===== config.mk =====
export PLATFORM = sky130hd
export DESIGN_NAME = ipc_ctrl
export DESIGN_NICKNAME = d
export VERILOG_FILES = /design/src/common/ipc_pkg.sv /design/src/rtl/ipc_ctrl.sv /design/src/rtl/ipc_pin_change.sv
export SDC_FILE = /design/constraint.sdc
export NUM_CORES = 1
export LEC_CHECK = 0
export ABC_CLOCK_PERIOD_IN_PS = 2800
export BUFFER_PORTS_ARGS = -buffer_cell sky130_fd_sc_hd__buf_4
export CAP_MARGIN = 20
export CORE_ASPECT_RATIO = 1.1
export CORE_MARGIN = 2
export CORE_UTILIZATION = 35
export CTS_CLUSTER_DIAMETER = 40
export DETAILED_ROUTE_END_ITERATION = 6
export GPL_TIMING_DRIVEN = 0
export PLACE_DENSITY = 0.58
export SLEW_MARGIN = 30
export SYNTH_ARGS = -nofsm -noshare
export SYNTH_HDL_FRONTEND = slang
export SYNTH_SLANG_ARGS = --single-unit
export TNS_END_PERCENT = 5

===== constraint.sdc =====
create_clock -name clk_sys_in -period 2.8 [get_ports clk_sys_in]
set_input_delay 0.14 -clock clk_sys_in [delete_from_list [all_inputs] [get_ports clk_sys_in]]
set_output_delay 0.14 -clock clk_sys_in [all_outputs]
set_load 0.01 [all_outputs]

===== src/common/ipc_pkg.sv =====
// shared constants and types for the interrupt and pin-change controller
package ipc_pkg;

	// ======================================================================
	// register map (byte addresses, one 32-bit word each)
	localparam int          ADDR_W          = 6;
	localparam logic [5:0]  OFS_ICON        = 6'h00;
	localparam logic [5:0]  OFS_PIN_FLAGS   = 6'h04;
	localparam logic [5:0]  OFS_FALL_EN     = 6'h08;
	localparam logic [5:0]  OFS_RISE_EN     = 6'h0C;
	localparam logic [5:0]  OFS_PEN_ONE     = 6'h10;
	localparam logic [5:0]  OFS_PEN_TWO     = 6'h14;
	localparam logic [5:0]  OFS_PFL_ONE     = 6'h18;
	localparam logic [5:0]  OFS_PFL_TWO     = 6'h1C;
	localparam logic [5:0]  OFS_IRQ_STATUS  = 6'h20;
	localparam logic [5:0]  OFS_IRQ_ENABLE  = 6'h24;
	localparam logic [5:0]  OFS_IRQ_CLEAR   = 6'h28;
	localparam logic [5:0]  OFS_CORE_STATUS = 6'h2C;

	// ======================================================================
	// reset values and implemented bits
	localparam logic [7:0]  RST_BYTE        = 8'h00;
	localparam logic [3:0]  RST_NIBBLE      = 4'h0;
	localparam logic [7:0]  PFL_ONE_IMPL    = 8'hC1;
	localparam logic [7:0]  PFL_TWO_IMPL    = 8'h04;
	localparam logic [14:0] VECTOR_ADDR     = 15'h0004;

	// ======================================================================
	// instruction cycle phases: four system clocks per instruction cycle
	localparam logic [1:0]  Q_FIRST         = 2'h0;
	localparam logic [1:0]  Q_LAST          = 2'h3;
	localparam logic [1:0]  Q_STEP          = 2'h1;

	// ======================================================================
	// sticky status bit positions of the system interrupt
	localparam int          ST_TAKE         = 0;
	localparam int          ST_WAKE         = 1;
	localparam int          ST_NOP          = 2;
	localparam int          ST_PIN          = 3;
	localparam int          ST_W            = 4;

	// ======================================================================
	// types
	typedef enum logic [1:0] {C_IDLE, C_FLUSH, C_PUSH} ipc_core_type;

	typedef struct packed {
		logic global_int_enable;
		logic peripheral_int_enable;
		logic timer0_int_enable;
		logic ext_edge_enable;
		logic pin_change_master_enable;
		logic timer0_flag;
		logic ext_edge_flag;
	} ipc_icon_type;

	typedef struct packed {
		logic flush;
		logic take;
		logic restore;
		logic sleep_nop;
		logic wake;
		logic asleep;
	} ipc_core_ev_type;

	typedef struct packed {
		ipc_icon_type    icon;
		logic [7:0]      pfl_one;
		logic [7:0]      pfl_two;
		logic [7:0]      pen_one;
		logic [7:0]      pen_two;
		logic [7:0]      rise_en;
		logic [7:0]      fall_en;
		ipc_core_type    core;
		logic [1:0]      q;
		logic            ext_prev;
		logic            ext_pend;
		logic            ack;
		logic [7:0]      rdata;
		logic [ST_W-1:0] ist;
		logic [ST_W-1:0] ien;
		ipc_core_ev_type ev;
		logic [14:0]     vec;
		logic            irq;
	} ipc_state_type;

endpackage : ipc_pkg


===== src/rtl/ipc_ctrl.sv =====
// interrupt controller: enables, flags, vectoring, sleep wake and pin change
//
// Summary of operation
// - every reset clears all interrupt enables.
// - take needs global enable, source enable, and peripheral enable for peripheral sources.
// - each flag sets on its event regardless of interrupt enables; a pin flag needs its edge detector enabled.
// - taking flushes prefetch, clears global enable, pushes PC, saves shadows, vectors 0004h.
// - with global enable clear, flags only; pending request taken once enabled again.
// - return pops address, restores shadows and sets global enable.
// - latency three or four cycles synchronous, three to five asynchronous.
// - external edge flag may set only in last or first quarter phase.
// - sleep with enabled pending flag and global enable clear acts as no-op.
// - request during or after sleep completes it, wakes, clears watchdog, marks timeout.
// - pin edges are detected even when pin-change master enable is clear.
// - each port pin has rise and fall detectors, separately enabled, both allowed.
// - enabled edge sets pin flag; request raised if master enable set.
// - summary flag is OR of pin flags and is read-only.
// - writing zero clears a pin flag; an edge during the write leaves it set.
// - pin change wakes from sleep when enabled; flags updated before wake.
`timescale 1ns/1ps
module ipc_ctrl
	import ipc_pkg::*;
#(
	parameter int PIN_W = 8
) (
	// clock, reset, enable
	input  wire logic              clk_sys_in,
	input  wire logic              reset_in,
	input  wire logic              ce_in,
	// register bus
	input  wire logic [ADDR_W-1:0] avs_address_in,
	input  wire logic              avs_read_in,
	input  wire logic              avs_write_in,
	input  wire logic [31:0]       avs_writedata_in,
	input  wire logic [3:0]        avs_byteenable_in,
	output logic      [31:0]       avs_readdata_out,
	output logic                   avs_waitrequest_out,
	// event sources
	input  wire logic              timer0_event_in,
	input  wire logic              ext_edge_pin_in,
	input  wire logic [7:0]        periph_one_event_in,
	input  wire logic [7:0]        periph_two_event_in,
	input  wire logic [PIN_W-1:0]  second_io_port_in,
	// core sequencer
	input  wire logic              core_return_from_interrupt_in,
	input  wire logic              core_sleep_in,
	output ipc_core_ev_type        core_ev_out,
	output logic      [14:0]       vector_addr_out,
	output logic                   irq_out
);

	ipc_state_type    r;
	ipc_state_type    next_r;
	logic [PIN_W-1:0] pin_flags;
	logic             pin_edge;
	logic             pin_summary;
	logic             pending;
	logic             wr_hit;
	logic             ext_det;
	logic [7:0]       rd_mux;

	// ======================================================================
	// helpers
	// one enabled-and-flagged term, shared by both peripheral banks
	function automatic logic ipc_any_pair(input logic [7:0] en, input logic [7:0] fl);
		ipc_any_pair = |(en & fl);
	endfunction : ipc_any_pair

	// pin change unit
	ipc_pin_change #(
		.WIDTH(PIN_W)
	) u_pin_change (
		.clk_sys_in (clk_sys_in),
		.reset_in   (reset_in),
		.ce_in      (ce_in),
		.pins_in    (second_io_port_in),
		.rise_en_in (r.rise_en[PIN_W-1:0]),
		.fall_en_in (r.fall_en[PIN_W-1:0]),
		.wr_in      (wr_hit && avs_address_in == OFS_PIN_FLAGS && avs_byteenable_in[0]),
		.wdata_in   (avs_writedata_in[PIN_W-1:0]),
		.flags_out  (pin_flags),
		.edge_out   (pin_edge)
	);

	// ======================================================================
	// request formation
	// summary flag has no storage, so software cannot write it
	assign pin_summary = |pin_flags;
	assign pending = (r.icon.timer0_int_enable && r.icon.timer0_flag)
		|| (r.icon.ext_edge_enable && r.icon.ext_edge_flag)
		|| (r.icon.pin_change_master_enable && pin_summary)
		|| (r.icon.peripheral_int_enable
			&& (ipc_any_pair(r.pen_one, r.pfl_one) || ipc_any_pair(r.pen_two, r.pfl_two)));
	assign wr_hit = avs_write_in && r.ack;
	assign ext_det = ext_edge_pin_in && !r.ext_prev;

	// read multiplexer, unmapped offsets read zero
	always_comb begin
		rd_mux = 8'h00;
		case (avs_address_in)
			OFS_ICON:        rd_mux = {r.icon, pin_summary};
			OFS_PIN_FLAGS:   rd_mux = 8'(pin_flags);
			OFS_FALL_EN:     rd_mux = r.fall_en;
			OFS_RISE_EN:     rd_mux = r.rise_en;
			OFS_PEN_ONE:     rd_mux = r.pen_one;
			OFS_PEN_TWO:     rd_mux = r.pen_two;
			OFS_PFL_ONE:     rd_mux = r.pfl_one;
			OFS_PFL_TWO:     rd_mux = r.pfl_two;
			OFS_IRQ_STATUS:  rd_mux = {4'h0, r.ist};
			OFS_IRQ_ENABLE:  rd_mux = {4'h0, r.ien};
			OFS_CORE_STATUS: rd_mux = {4'h0, r.ev.asleep, r.icon.global_int_enable, 2'(r.core)};
			default:         rd_mux = 8'h00;
		endcase
	end

	// ======================================================================
	// next state
	always_comb begin
		next_r = r;
		if (ce_in) begin
			next_r.q = r.q + Q_STEP;
			next_r.ev.flush = 1'b0;
			next_r.ev.take = 1'b0;
			next_r.ev.restore = 1'b0;
			next_r.ev.sleep_nop = 1'b0;
			next_r.ev.wake = 1'b0;

			// bus slave: one wait cycle, write lands on the edge that sees waitrequest low
			next_r.ack = (avs_read_in || avs_write_in) && !r.ack;
			next_r.rdata = rd_mux;
			if (wr_hit && avs_byteenable_in[0]) begin
				case (avs_address_in)
					OFS_ICON:       next_r.icon = ipc_icon_type'(avs_writedata_in[7:1]);
					OFS_FALL_EN:    next_r.fall_en = avs_writedata_in[7:0];
					OFS_RISE_EN:    next_r.rise_en = avs_writedata_in[7:0];
					OFS_PEN_ONE:    next_r.pen_one = avs_writedata_in[7:0] & PFL_ONE_IMPL;
					OFS_PEN_TWO:    next_r.pen_two = avs_writedata_in[7:0] & PFL_TWO_IMPL;
					OFS_PFL_ONE:    next_r.pfl_one = avs_writedata_in[7:0] & PFL_ONE_IMPL;
					OFS_PFL_TWO:    next_r.pfl_two = avs_writedata_in[7:0] & PFL_TWO_IMPL;
					OFS_IRQ_ENABLE: next_r.ien = avs_writedata_in[ST_W-1:0];
					OFS_IRQ_CLEAR:  next_r.ist = r.ist & ~avs_writedata_in[ST_W-1:0];
					default:        next_r.ien = next_r.ien;
				endcase
			end

			// flags set regardless of enables, and after the write so the set wins
			next_r.icon.timer0_flag = next_r.icon.timer0_flag | timer0_event_in;
			next_r.pfl_one = next_r.pfl_one | (periph_one_event_in & PFL_ONE_IMPL);
			next_r.pfl_two = next_r.pfl_two | (periph_two_event_in & PFL_TWO_IMPL);

			// asynchronous pin edge held until the Q4/Q1 window opens
			next_r.ext_prev = ext_edge_pin_in;
			if (r.q == Q_LAST || r.q == Q_FIRST) begin
				next_r.icon.ext_edge_flag = next_r.icon.ext_edge_flag | ext_det | r.ext_pend;
				next_r.ext_pend = 1'b0;
			end else begin
				next_r.ext_pend = r.ext_pend | ext_det;
			end

			// vectoring sequence, advanced on instruction cycle boundaries
			case (r.core)
				C_IDLE: begin
					// a disabled request simply waits here until enabled again
					if (r.q == Q_LAST && r.icon.global_int_enable && pending) begin
						next_r.core = C_FLUSH;
						next_r.icon.global_int_enable = 1'b0;
						next_r.ev.flush = 1'b1;
					end
				end
				C_FLUSH: begin
					if (r.q == Q_LAST) begin
						next_r.core = C_PUSH;
					end
				end
				C_PUSH: begin
					if (r.q == Q_LAST) begin
						next_r.core = C_IDLE;
						next_r.ev.take = 1'b1; // push PC, save shadows, load vector
						next_r.vec = VECTOR_ADDR;
						next_r.ist[ST_TAKE] = 1'b1;
					end
				end
				default: begin
					next_r.core = C_IDLE;
				end
			endcase

			// return restores context and re-opens interrupts
			if (core_return_from_interrupt_in) begin
				next_r.icon.global_int_enable = 1'b1;
				next_r.ev.restore = 1'b1;
			end

			// sleep handling while a request may already stand
			if (core_sleep_in && !r.ev.asleep) begin
				if (!r.icon.global_int_enable && pending) begin
					next_r.ev.sleep_nop = 1'b1; // watchdog and power flags left alone
					next_r.ist[ST_NOP] = 1'b1;
				end else begin
					next_r.ev.asleep = 1'b1;
				end
			end
			if (r.ev.asleep && pending) begin
				next_r.ev.asleep = 1'b0;
				next_r.ev.wake = 1'b1; // clear watchdog, set timeout, clear power-down
				next_r.ist[ST_WAKE] = 1'b1;
			end
			if (pin_edge) begin
				next_r.ist[ST_PIN] = 1'b1;
			end
			next_r.irq = |(r.ist & r.ien);
		end
	end

	// ======================================================================
	// state register: every reset clears all enables
	always_ff @(posedge clk_sys_in or posedge reset_in) begin
		if (reset_in) begin
			r <= '0;
		end else begin
			r <= next_r;
		end
	end

	// outputs straight from the state register
	assign avs_readdata_out = {24'h000000, r.rdata};
	assign avs_waitrequest_out = !r.ack;
	assign core_ev_out = r.ev;
	assign vector_addr_out = r.vec;
	assign irq_out = r.irq;
endmodule : ipc_ctrl


===== src/rtl/ipc_pin_change.sv =====
// per-pin rising and falling edge detectors with sticky change flags
`timescale 1ns/1ps
module ipc_pin_change
	import ipc_pkg::*;
#(
	parameter int WIDTH = 8
) (
	// clock, reset, enable
	input  wire logic             clk_sys_in,
	input  wire logic             reset_in,
	input  wire logic             ce_in,
	// pins and detector enables
	input  wire logic [WIDTH-1:0] pins_in,
	input  wire logic [WIDTH-1:0] rise_en_in,
	input  wire logic [WIDTH-1:0] fall_en_in,
	// software write of the flags
	input  wire logic             wr_in,
	input  wire logic [WIDTH-1:0] wdata_in,
	// flags and edge pulse
	output logic      [WIDTH-1:0] flags_out,
	output logic                  edge_out
);

	typedef struct packed {
		logic [WIDTH-1:0] prev;
		logic             primed;
		logic [WIDTH-1:0] flags;
		logic             edge_seen;
	} ipc_pin_state_type;

	ipc_pin_state_type r;
	ipc_pin_state_type next_r;
	logic [WIDTH-1:0]  edges;

	// ======================================================================
	// edge detection runs whatever the master enable says
	always_comb begin
		next_r = r;
		edges = (r.primed) ? ((pins_in & ~r.prev & rise_en_in) | (~pins_in & r.prev & fall_en_in)) : '0;
		if (ce_in) begin
			next_r.prev = pins_in;
			next_r.primed = 1'b1; // first sample only primes, no false edge out of reset
			if (wr_in) begin
				next_r.flags = wdata_in;
			end
			next_r.flags = next_r.flags | edges; // new edge beats the clearing write
			next_r.edge_seen = |edges;
		end
	end

	// state register
	always_ff @(posedge clk_sys_in or posedge reset_in) begin
		if (reset_in) begin
			r <= '0;
		end else begin
			r <= next_r;
		end
	end

	assign flags_out = r.flags;
	assign edge_out = r.edge_seen;
endmodule : ipc_pin_change


; After elaboration in Yosys (flattened, before gate mapping)
; Cells that the tools add are included.
[word_totals]
regBits = 104
in_bits = 75
output_inout_bits = 55
[classes]
add_sub_neg = 1
bitwise_logic = 19
mux = 41
reduce_logical = 49
n_eq_ne = 24
[op_table]
columns = op, count
row1 = $mux W55, 2
row2 = $pmux W8 S11, 1
row3 = $mux W8, 10
row4 = $and A8 B8 Y8, 6
row5 = $reduce_or A8 Y1, 4
row6 = $reduce_and A3 Y1, 10
row7 = $eq A6 B5 Y1 const B, 4
row8 = $eq A6 B6 Y1 const B, 4
row9 = $or A8 B8 Y8, 3
row10 = $mux W1, 20
row11 = $not A8 Y8, 2
row12 = $logic_and A1 B1 Y1, 15
row13 = $ne A2 B1 Y1 const B, 7
row14 = $eq A6 B4 Y1 const B, 2
row15 = $reduce_bool A2 Y1, 5
row16 = $and A4 B4 Y4, 2
row17 = $mux W2, 4
row18 = $mux W4, 2
row19 = $or A8 B3 Y8, 1
row20 = $mux W7, 1
row21 = $eq A6 B3 Y1 const B, 1
row22 = $logic_not A6 Y1, 1
row23 = $logic_or A1 B1 Y1, 6
row24 = $ne A2 B2 Y1 const B, 3
row25 = other kinds (10), 18

; Depth between registers and ports, before layout
; Gate-level depths: netlist (run 1).
[logic_depth]
depth_word = 9
ltp_mapped = 7
depth_no_buf = 5

; Hierarchy
; From an unflattened synthesis (run 1), not the netlist that was laid out.
[unflattened]
hier_cells = 424
hier_area_um2 = 4603.2
[by_module_without_submodules]
columns = module, n_inst, seq_area_each_um2, cells_each, area_per_inst_um2
row1 = ipc_ctrl, 1, 1551.5, 338, 3599.7
row2 = ipc_pin_change, 1, 450.4, 86, 1003.5

; Worst setup path after synthesis (run 1)
; OpenSTA, ideal clock, no wires.
[synth_timing]
path_kind = reg-to-reg
startpoint = register u_pin_change.r (netlist bit u_pin_change.flags_out[6])
endpoint = register r[27] (netlist name)
required_ns = 2.679
slack_ns = 1.162
arrival_time_ns = 1.517
period_less_slack_ns = 1.638
setup_ns = 0.121
stages_incl_launch_ff = 5
path_buffers = 0
path_cell_list = dfrtp_1 or4_1 o21ai_0 a31oi_1 a22o_1
[synth_between]
elab_chain_len = 7
elab_cells_between_ends = 9
classes_between = mux (1) / reduce/logical (8)
[synth_lines]
columns = element, line_no
row1 = from (decl), ipc_pin_change.sv:31  ; ipc_pin_state_type r;
row2 = from (signal assigned), ipc_pin_change.sv:56  ; r <= next_r;
row3 = $reduce_or A8 Y1 *, ipc_ctrl.sv:88  ; assign pin_summary = |pin_flags;
row4 = $logic_and A1 B1 Y1 *, ipc_ctrl.sv:91  ; || (r.icon.pin_change_master_enable && pin_summary)
row5 = $logic_or A1 B1 Y1 *, ipc_ctrl.sv:91
row6 = $logic_or A1 B1 Y1 *, ipc_ctrl.sv:92  ; || (r.icon.peripheral_int_enable
row7 = $logic_and A1 B1 Y1 *, ipc_ctrl.sv:203  ; if (r.ev.asleep && pending) begin
row8 = $reduce_bool A2 Y1 (no source line), --
row9 = $reduce_and A3 Y1 (no source line), --
row10 = to (signal assigned), ipc_ctrl.sv:221  ; r <= next_r;
row11 = to (decl), ipc_ctrl.sv:52  ; ipc_state_type r;
; Mark *: on every way between the ends. The rest lies on a longest branch, timed or not.
; A chain may end at the register's enable or synchronous reset.

; Final worst setup path (run 1)
[layout_timing]
startpoint = register r[38] (netlist name)
endpoint = register r[97] (netlist name)
[layout_between]
elab_chain_len = 4
[layout_lines]
columns = element, line_no
row1 = $logic_and A1 B1 Y1, ipc_ctrl.sv:94  ; assign wr_hit = avs_write_in && r.ack;
row2 = $logic_and A1 B1 Y1, ipc_ctrl.sv:131  ; if (wr_hit && avs_byteenable_in[0]) begin
row3 = $ne A2 B1 Y1 (no source line), --
row4 = $reduce_and A3 Y1 (no source line), --
; Every way passes these cells.

==> run summary, run 1 <==
Outcome = finished, final reports clean
Endpoints failing hold = 0
Routed via count = 3442
Reg-to-reg setup timing slack = 800 ps
Post-DRT Antenna Nets = 0
Final period util = 71.3%
Post-synth EDFFs = 0
Layout area overhead = 23.7%
GPL Wtd Cong = 0.881
Peak supply drop = 0.281 mV
Root buf cell = clkbuf_16
Worst EP arrival = 2220 ps
DRT Pass-1 Iters = 7
Crit-path max FO = 7
Worst Tran Pin Value = 733 ps
Tmin final = 2000 ps
Family with the most delay on the worst path = simple AND/OR/NAND/NOR gates
Synthesized netlist cell count = 409
R2R depth = 4
Share of the yosys chip area belonging to registers = 45.2%
Rows = 43
Num CTS Buffers = 9
DP HPWL = 8.80 mm
Initial Util = 35.5%
Clk buf depth = 2
Type of the worst min-delay path = in2reg
Post-CTS sizing = 0
Die width = 111 µm
Max Clk Rate = 501 MHz
Vias per cell = 5.11
Hold Crit Depth = 3
Post-Route Utilization = 43.9%
Hold EP = r[85]
Max Transition Viols Final = 0
Synth top area cells = dfrtp_1 45%, buf_4 9.0%, mux2_1 7.1%, mux2i_1 4.1%, nand2_1 3.4%
Worst Setup Start Kind = register
Critical path buffers and inverters = 1
Largest net degree at the start of global routing = 47
Final Non-Filler Cells = 673
Yosys top cell area share = 45.2%
DR DRC count = 0
Pleak = 2.63 nW
Synth Register Bits = 80
Share of layout cells above drive strength 1 = 29.7%
Max-cap violations = 0
H-tree levels = 3
IO buf count = 50
Cell variety after synth = 61
Logic pwr share = 17.1%
Die area = 13600 µm²
Primary FF master, synth = dfrtp_1
Die height = 122 µm
Most common cell after layout, fill and taps aside = buf_4
Sequential power share = 45.9%
Final nets = 587
Final hold slack = 2.80 ps
Dpl cells = 654
Worst Setup SP = r[38]
P_int = 2.15 mW
Aggregate global routing overflow = 0
Hold Startpoint = periph_one_event_in[0]
Max_slew headroom = 51.2%
Clk slew on worst S/H paths = 60 ps
Synth warn = 0
Top cell type by total area after synthesis = dfrtp_1
Switching share of power = 28.0%
Post-CTS setup buffer count = 0
Total GRT Usage = 18.0%
Worst path cell trace = and4_1, clkbuf_1, nand3_1, mux2_1
Antenna cells = 0
Synth async-reset ratio = 100%
Clk pwr share = 37.0%
Pwr dens = 546 nW/µm²
First-pass GRT wire length = 18.8 mm
Initial antenna violation count = 0
# IOs = 130
Area of the core = 12500 µm²
WL/cell = 17.7 µm
CP endpoint kind = register
Mean cell area of the mapped netlist = 10.8 µm²
RSZ-0062 raised after global routing = false
Vias in the first global route = 3358
Final WL = 11.9 mm
Psw = 839 µW
Later-pin clock latency in the skew report = 340 ps
Skew final = 7.30 ps
CTS tree = built
R2R Path Start = r[38]
Worst EP required = 3030 ps
Max incr delay on CP = 490 ps
Cell area after synthesis = 4430 µm²
Commonest cells after routing, fill and taps aside = 103 x buf_4, 80 x dfrtp_1, 40 x nand2_1
Reg-to-Reg End = r[97]
Critical path class = reg2reg
Endpoints failing setup = 0
Starting DRC count in detailed routing = 234
Critical-path top delay cell = nand3_1
TritonCTS Sinks = 80
[metal layers]
layer	track usage (%)	part of all wire [%]	routed length (µm)
met1	22.8	42	5040
met2	31.3	49	5830
met3	4.43	7.6	906
met4	4.48	1.2	145
met5	0	0	0
[worst max-delay path by stage]
| stage | slack [ps] | to | cells past startpoint |
|---|---|---|---|
| 5_1_grt | 690 | r[96] | 4 |
| 4_1_cts | 800 | r[97] | 4 |
| 6_report | 800 | r[97] | 4 |
| 3_5_place_dp | 680 | r[97] | 5 |
| 2_1_floorplan | 610 | avs_readdata_out[0] | 1 |
| 3_3_place_gp | -420 | u_pin_change.r[13] | 2 |
[cell type report]
type,count,area [µm²]
Buffer,69,480
Clock buffer,12,246
Clock inverter,4,28.8
Fill cell,1219,7000
Inverter,15,61.3
Multi-Input combinational cell,282,2030
Sequential cell,80,2000
Tap cell,157,196
Timing Repair Buffer,54,433
[Yosys cell counts (2+ instances only)]
master,instances
o31ai_1,2
buf_1,2
a222oi_1,6
mux2i_1,18
mux2_2,8
dfrtp_1,80
buf_4,53
nor2_4,3
nand3_1,4
a22o_1,7
or4b_1,2
nor3_4,2
or2_2,2
nor2b_1,6
o311ai_1,2
nand2b_1,4
a221o_1,4
a31oi_1,4
o21ai_1,3
nor3_2,3
a21o_1,2
buf_6,2
nand2_1,40
mux4_2,2
nand4b_1,11
o221ai_1,3
mux2_1,28
or4_1,2
nor3_1,8
a21oi_1,6
a22oi_1,11
nor2_1,8
clkbuf_1,6
inv_1,14
nand3b_1,3
nor4_1,7
o21ai_0,10
buf_2,6
o211ai_1,3
[worst reg2reg max path: cells and delay by family, from the launching register on]
kind / cells / cell delay, ps
AND/OR/NAND/NOR: 2 / 680
multiplexers: 1 / 480
flip-flops: 1 / 370
buffers and inverters: 1 / 340
[logic make-up (layout without fill, tap and decap cells)]
kind of cell / after synthesis / after routing / synth area share (%)
multiplexers: 56 / 56 / 14.2
XOR/XNOR: 1 / 1 / 0.198
other: 1 / 38 / 0.0847
AND/OR/NAND/NOR: 117 / 117 / 16.2
adder cells (fa/ha/maj): 1 / 1 / 0.282
flip-flops: 80 / 80 / 45.2
AO/OA/AOI/OAI: 69 / 69 / 11.6
buffers and inverters: 84 / 154 / 12.1
[through the flow]
| stage | worst slack (ps) | TNS [ps] | power [mW] | area [µm²] |
|---|---|---|---|---|
| final | 803 | 0 | 2.99 | 5480 |
| after global routing | 686 | 0 | 3.13 | 5480 |
| after floorplan | 608 | 0 | 1.70 | 4570 |
| after detailed placement | 681 | 0 | 1.90 | 5170 |
| after global placement | -424 | -33560 | 1.88 | 5140 |
| after CTS | 801 | 0 | 3.01 | 5480 |
[power by group through the flow]
stage / sequential, mW / clock (mW) / combinational, mW
6_report: 1.37 / 1.11 / 0.512
5_1_grt: 1.39 / 1.17 / 0.569
4_1_cts: 1.37 / 1.12 / 0.518
3_5_place_dp: 1.39 / 0 / 0.512
3_3_place_gp: 1.39 / 0 / 0.492
2_1_floorplan: 1.36 / 0 / 0.349
[registers in the layout, indices dropped and copies added (netlist names)]
signal                  flops
core_ev_out                 6
u_pin_change.r              9
avs_readdata_out            8
irq_out                     1
r                          46
vector_addr_out             1
u_pin_change.edge_out       1
u_pin_change.flags_out      8
[what timing repair did]
action	CTS	global route
hold endpoints to repair	36	0
hold buffers	3	0
setup endpoints to repair	0	0
(Power assumes the default switching activity.)
==> run 2, diff against run 1 <==
--- a/config.mk
+++ b/config.mk
@@ -5,7 +5,7 @@
 export SDC_FILE = /design/constraint.sdc
 export NUM_CORES = 1
 export LEC_CHECK = 0
-export ABC_CLOCK_PERIOD_IN_PS = 2800
+export ABC_CLOCK_PERIOD_IN_PS = 1700
 export BUFFER_PORTS_ARGS = -buffer_cell sky130_fd_sc_hd__buf_4
 export CAP_MARGIN = 20
 export CORE_ASPECT_RATIO = 1.1
@@ -14,7 +14,7 @@
 export CTS_CLUSTER_DIAMETER = 40
 export DETAILED_ROUTE_END_ITERATION = 6
 export GPL_TIMING_DRIVEN = 0
-export PLACE_DENSITY = 0.58
+export PLACE_DENSITY = 0.6
 export SLEW_MARGIN = 30
 export SYNTH_ARGS = -nofsm -noshare
 export SYNTH_HDL_FRONTEND = slang
==> constraint.sdc (replaced) <==
create_clock -name clk_sys_in -period 1.7 [get_ports clk_sys_in]
set_input_delay 0.085 -clock clk_sys_in [delete_from_list [all_inputs] [get_ports clk_sys_in]]
set_output_delay 0.085 -clock clk_sys_in [all_outputs]
set_load 0.01 [all_outputs]
==> run 2 against run 1 <==
The flow now finishes with violations (design-rule violations). Register-to-register slack got worse by 790 ps. Clock-buffer cell count down 2. Sequential cell count stayed put. Total power grew 70%. Cell count rose by 2.1%. Critical endpoint is now r[27]. Largest power group unchanged.
==> run summary, run 2 (synthesis gave the netlist of run 1 again) <==
Pleak = 2.72 nW
Post-DRT Antenna Nets = 0
Vias in the first global route = 3423
DR DRC count = 5
Aggregate global routing overflow = 0
Largest net degree at the start of global routing = 25
Type of the worst min-delay path = in2reg
CTS tree = built
Max_slew headroom = 50.7%
Pwr dens = 886 nW/µm²
Max reg flops = 46
FF/Latch Area = 2000 µm²
TritonCTS Sinks = 80
Largest registers = r x46, u_pin_change.r x9
WL/cell = 17.8 µm
Most flop-heavy register = r
H-tree levels = 3
Peak supply drop = 0.449 mV
Antenna cells = 0
Layout area overhead = 29.7%
DP Worst Slack = -447 ps
Post-CTS setup buffer count = 0
CP endpoint kind = register
Commonest cells after routing, fill and taps aside = 103 x buf_4, 80 x dfrtp_1, 40 x nand2_1
First-pass GRT wire length = 19.1 mm
Later-pin clock latency in the skew report = 340 ps
Max Clk Rate = 591 MHz
Fillers = 1184
Worst Tran Pin Value = 740 ps
Die width = 111 µm
Skew final = 8.02 ps
Worst EP arrival = 1920 ps
DRT Pass-1 Iters = 7
# IOs = 130
Cell area after layout = 5740 µm²
Worst Setup Start Kind = register
Final nets = 601
Failing checks = design-rule violations
Area occupied by multi-input gates = 2100 µm²
Share of layout cells above drive strength 1 = 31.7%
Endpoints failing hold = 0
RSZ-0062 raised after global routing = true
Initial Util = 35.5%
Area post-placement = 5230 µm²
Worst EP required = 1930 ps
Max-cap violations = 0
Routed via count = 3508
DP HPWL = 9.01 mm
Root buf cell = clkbuf_16
Total GRT Usage = 18.2%
Die height = 122 µm
Critical path class = reg2reg
Area of the core = 12500 µm²
Die area = 13600 µm²
Clk buf depth = 2
Initial antenna violation count = 0
Vias per cell = 5.11
Tmin final = 1690 ps
Rows = 43
Max Transition Viols Final = 0
Outcome = finished, violations left
Clk slew on worst S/H paths = 70 ps
Starting DRC count in detailed routing = 249
Endpoints failing setup = 0
IO buf count = 50
Final period util = 99.5%
Most common cell after layout, fill and taps aside = buf_4
Crit-path max FO = 5
Num CTS Buffers = 9
Final WL = 12.2 mm
GPL Wtd Cong = 0.915
Final worst setup slack = 8.70 ps
[run 2: changes by cell type in the layout (fill, tap and decap cells not counted), moves of 2 or more]
cell | before | now
nor4_1 | 7 | 5
or4_1 | 2 | 0
clkbuf_1 | 8 | 4
a31oi_1 | 4 | 2
o21ai_0 | 10 | 8
buf_16 | 1 | 3
dlygate4sd3_1 | 3 | 16
or4_4 | 1 | 3
nor4_2 | 0 | 2
[run 2: worst paths after layout]
kind	from	to	slack [ps]	cells past startpoint
worst max register to register	u_pin_change.flags_out[3]	r[27]	9	4
worst max-delay path	u_pin_change.flags_out[3]	r[27]	9	4
min in group asynchronous	reset_in	r[91]	370	3
worst min-delay path	second_io_port_in[0]	u_pin_change.r[10]	6	2
max in group asynchronous	reset_in	r[97]	690	5
worst min register to register	r[41]	r[41]	480	1
[run 2: final cells by class]
type | instances | share of cell area [%]
clock buffers | 10 | 4.16
clock inverters | 6 | 0.871
flip-flops and latches | 80 | 34.9
well taps | 157 | 3.42
repair buffers | 69 | 10.8
multi-input cells | 282 | 36.6
plain buffers | 68 | 8.32
inverters | 15 | 1.05
[run 2: per-stage QoR]
stage	setup TNS [ps]	std cells	power, mW	utilization [%]	hold slack (ps)
floorplan	0	446	2.81	-	195
global placement	-3750	653	3.09	41.2	281
detailed placement	-4660	656	3.15	41.9	169
CTS	-99.5	687	5.06	45.6	2.09
global route	-72.9	687	5.33	46.0	15.2
finish	0	687	5.09	46.0	5.57
[run 2: per-layer routing]
metal  GRT usage [%]  up-vias  wire [µm]
met4            5.86        0        176
met3            2.34       12        712
met2            31.7      135       5980
met1            23.8     1717       5360
met5               0        -          0
li1                -     1644          -
[run 2: worst max-delay path, cell delays in order (launching register included)]
cell and delay [ps]:
dfrtp_1 420, or4_4 560, o21ai_4 210, a31oi_4 140, a22o_1 250
[run 2: power by group]
part           internal [mW]  leakage, nW  switching [mW]
registers               2.10         1.02           0.180
clock network           1.05        0.136           0.835
logic                  0.479         1.56           0.452
total                   3.62         2.72            1.47
[run 2: repair_timing]
item / CTS / global route
endpoints found under the hold margin: 36 / 0
resized for setup: 5 / 12
endpoints found under the setup margin: 23 / 22
hold buffers: 16 / 0
pin swaps: 0 / 3
==> run 3, diff against run 2 <==
--- a/config.mk
+++ b/config.mk
@@ -5,6 +5,7 @@
 export SDC_FILE = /design/constraint.sdc
 export NUM_CORES = 1
 export LEC_CHECK = 0
+export ABC_AREA = 1
 export ABC_CLOCK_PERIOD_IN_PS = 1700
 export BUFFER_PORTS_ARGS = -buffer_cell sky130_fd_sc_hd__buf_4
 export CAP_MARGIN = 20
@@ -14,9 +15,11 @@
 export CTS_CLUSTER_DIAMETER = 40
 export DETAILED_ROUTE_END_ITERATION = 6
 export GPL_TIMING_DRIVEN = 0
-export PLACE_DENSITY = 0.6
+export HOLD_SLACK_MARGIN = 0.06
+export PLACE_DENSITY = 0.59
 export SLEW_MARGIN = 30
 export SYNTH_ARGS = -nofsm -noshare
 export SYNTH_HDL_FRONTEND = slang
+export SYNTH_HIERARCHICAL = 1
 export SYNTH_SLANG_ARGS = --single-unit
 export TNS_END_PERCENT = 5
==> run 3 against run 2 <==
Clock power increased by 20%. Global-route usage increased by 0.67 points. Routed wire length rose by 6.5%. Clock skew down 0.90 ps. The flow now finishes without violations. Highest routed layer unchanged.
==> run summary, run 3 <==
Outcome = finished, final reports clean
Final WL = 13.0 mm
Post-synth EDFFs = 0
# IOs = 130
Max reg flops = 46
DP HPWL = 10.1 mm
Top-count cell post-synth = nand2_1
Largest registers = r x46, u_pin_change/r x9
Post-CTS setup buffer count = 0
Max incr delay on CP = 360 ps
FF/Latch Area = 2000 µm²
Commonest cells after routing, fill and taps aside = 190 x nand2_1, 114 x buf_4, 80 x dfrtp_1
Initial Util = 35.8%
IO buf count = 52
Die height = 126 µm
Initial antenna violation count = 0
Max Transition Viols Final = 0
Vias per cell = 4.61
Largest net degree at the start of global routing = 33
Share of layout cells above drive strength 1 = 23.8%
Reg-to-reg setup timing slack = 150 ps
Final worst setup slack = 153 ps
Worst path cell trace = nand3_2, nor3_1, buf_2, nand2_2, nand2_1, o211ai_1
First-pass GRT wire length = 21.3 mm
Worst EP arrival = 1760 ps
Top cell type by total area after synthesis = dfrtp_1
Max Clk Rate = 646 MHz
Synth async-reset ratio = 100%
Layout area overhead = 29.2%
Critical-path top delay cell = dfrtp_1
Area occupied by multi-input gates = 2030 µm²
Final period util = 91.0%
Tmin final = 1550 ps
Worst Setup Start Kind = register
Endpoints failing hold = 0
Fillers = 1318
Aggregate global routing overflow = 0
Pleak = 3.22 nW
RSZ-0062 raised after global routing = false
Max-cap violations = 0
DR DRC count = 0
Most frequent cells after synthesis = 191 x nand2_1, 80 x dfrtp_1, 62 x buf_4, 62 x inv_1, 49 x nor2_1
Mean cell area of the mapped netlist = 7.55 µm²
Primary FF master, synth = dfrtp_1
Most flop-heavy register = r
Grt met1 use = 24.6%
GR Util met2 = 31.6%
Clk buf depth = 2
DRT Pass-1 Iters = 5
Root buf cell = clkbuf_16
Synthesized netlist cell count = 623
Area of the core = 13200 µm²
M3 GR Usage = 2.07%
Critical path class = reg2reg
WL/cell = 14.2 µm
Num CTS Buffers = 9
Rows = 44
H-tree levels = 3
Endpoints failing setup = 0
Final hold slack = 125 ps
Max_slew headroom = 51.0%
Most common cell after layout, fill and taps aside = nand2_1
Cell area after synthesis = 4710 µm²
Cell variety after synth = 37
Later-pin clock latency in the skew report = 340 ps
Peak supply drop = 0.350 mV
Type of the worst min-delay path = in2reg
Skew final = 7.12 ps
Clk slew on worst S/H paths = 60 ps
Antenna cells = 0
CP endpoint kind = register
Starting DRC count in detailed routing = 191
Synth top area cells = dfrtp_1 43%, nand2_1 15%, buf_4 9.9%, inv_1 4.9%, nand3_1 4.3%
Synth warn = 6
Total GRT Usage = 18.9%
Die area = 14400 µm²
Synth Register Bits = 80
Worst Tran Pin Value = 734 ps
Routed via count = 4222
Gr busiest metal = met2
DP Worst Slack = -88.7 ps
Die width = 115 µm
Post-DRT Antenna Nets = 0
Final nets = 826
Yosys top cell area share = 42.5%
GPL Wtd Cong = 0.911
CTS tree = built
TritonCTS Sinks = 80
Share of the yosys chip area belonging to registers = 42.5%
Worst EP required = 1920 ps
Pwr dens = 864 nW/µm²
Vias in the first global route = 4218
Crit-path max FO = 9
==> run 3: cell count changes after synthesis, sizes merged, moves of 10 or more <==
cell and change:
nor2 +50, nand4 +10, mux2 -36, mux2i -18, a22oi -10, o21ai +40, buf +10, inv +55
nand3 +40, nand4b -11, nand2 +151
==> run 3: final cells by class <==
type,count,area share [%]
tap,161,3.31
multi-input combinational,433,33.4
timing repair buffer,79,11.0
clock inverter,5,1.71
buffer,76,9.10
sequential,80,32.9
clock buffer,11,3.99
inverter,71,4.53
==> run 3: routing by layer <==
layer / wire [µm] / share of wire [%]
met3: 571 / 4.4
met4: 389 / 3.0
met2: 6320 / 48
met1: 5750 / 44
met5: 0 / 0
==> run 3: per-stage QoR <==
step / setup TNS (ps) / area, µm² / std cells / util, % / total power [mW]
2_1_floorplan: 0 / 4840 / 660 / - / 2.68
3_3_place_gp: -49840 / 5440 / 873 / 41.3 / 2.94
3_5_place_dp: -629 / 5460 / 874 / 41.5 / 2.97
4_1_cts: 0 / 6070 / 916 / 46.1 / 5.28
5_1_grt: 0 / 6080 / 916 / 46.2 / 5.48
6_report: 0 / 6080 / 916 / 46.2 / 5.25
==> run 3: logic make-up after synthesis <==
group                      count (synthesis)  share of synthesized area (%)
and+or+nand+nor                          317                           30.0
DFF                                       80                           42.5
buffers and inverters                    147                           17.5
xor gates and xnor gates                   1                          0.186
AOI/OAI and AO/OA                         76                           9.36
adders and majority gates                  1                          0.266
other                                      1                         0.0797
==> run 3: critical path: cells and delay by family, from the launching register on <==
kind            cells  cell delay (ps)
flops               1              360
compound gates      1               80
simple gates        4              710
buf+inv             1              270
==> run 3: power by group <==
group          leakage [nW]  total, mW  switching, mW  internal (mW)
logic                  2.06      0.830          0.457          0.373
registers             0.984       2.16          0.114           2.05
clock network         0.170       2.26          0.784           1.48
==> run 3: final timing paths <==
kind,start,end,depth (start not counted)
setup reg to reg,r[38],u_pin_change/flags_out[0],6
min in group asynchronous,reset_in,r[96],3
setup / recovery,r[38],u_pin_change/flags_out[0],6
hold reg to reg,core_ev_out[3],core_ev_out[3],2
max in group asynchronous,reset_in,u_pin_change/flags_out[2],3
hold / removal,core_sleep_in,core_ev_out[0],5
==> run 3: timing repair <==
| action | in CTS | in global routing |
|---|---|---|
| gates resized for setup | 1 | 3 |
| hold buffers | 26 | 0 |
| hold endpoints to repair | 75 | 0 |
| setup endpoints to repair | 8 | 12 |
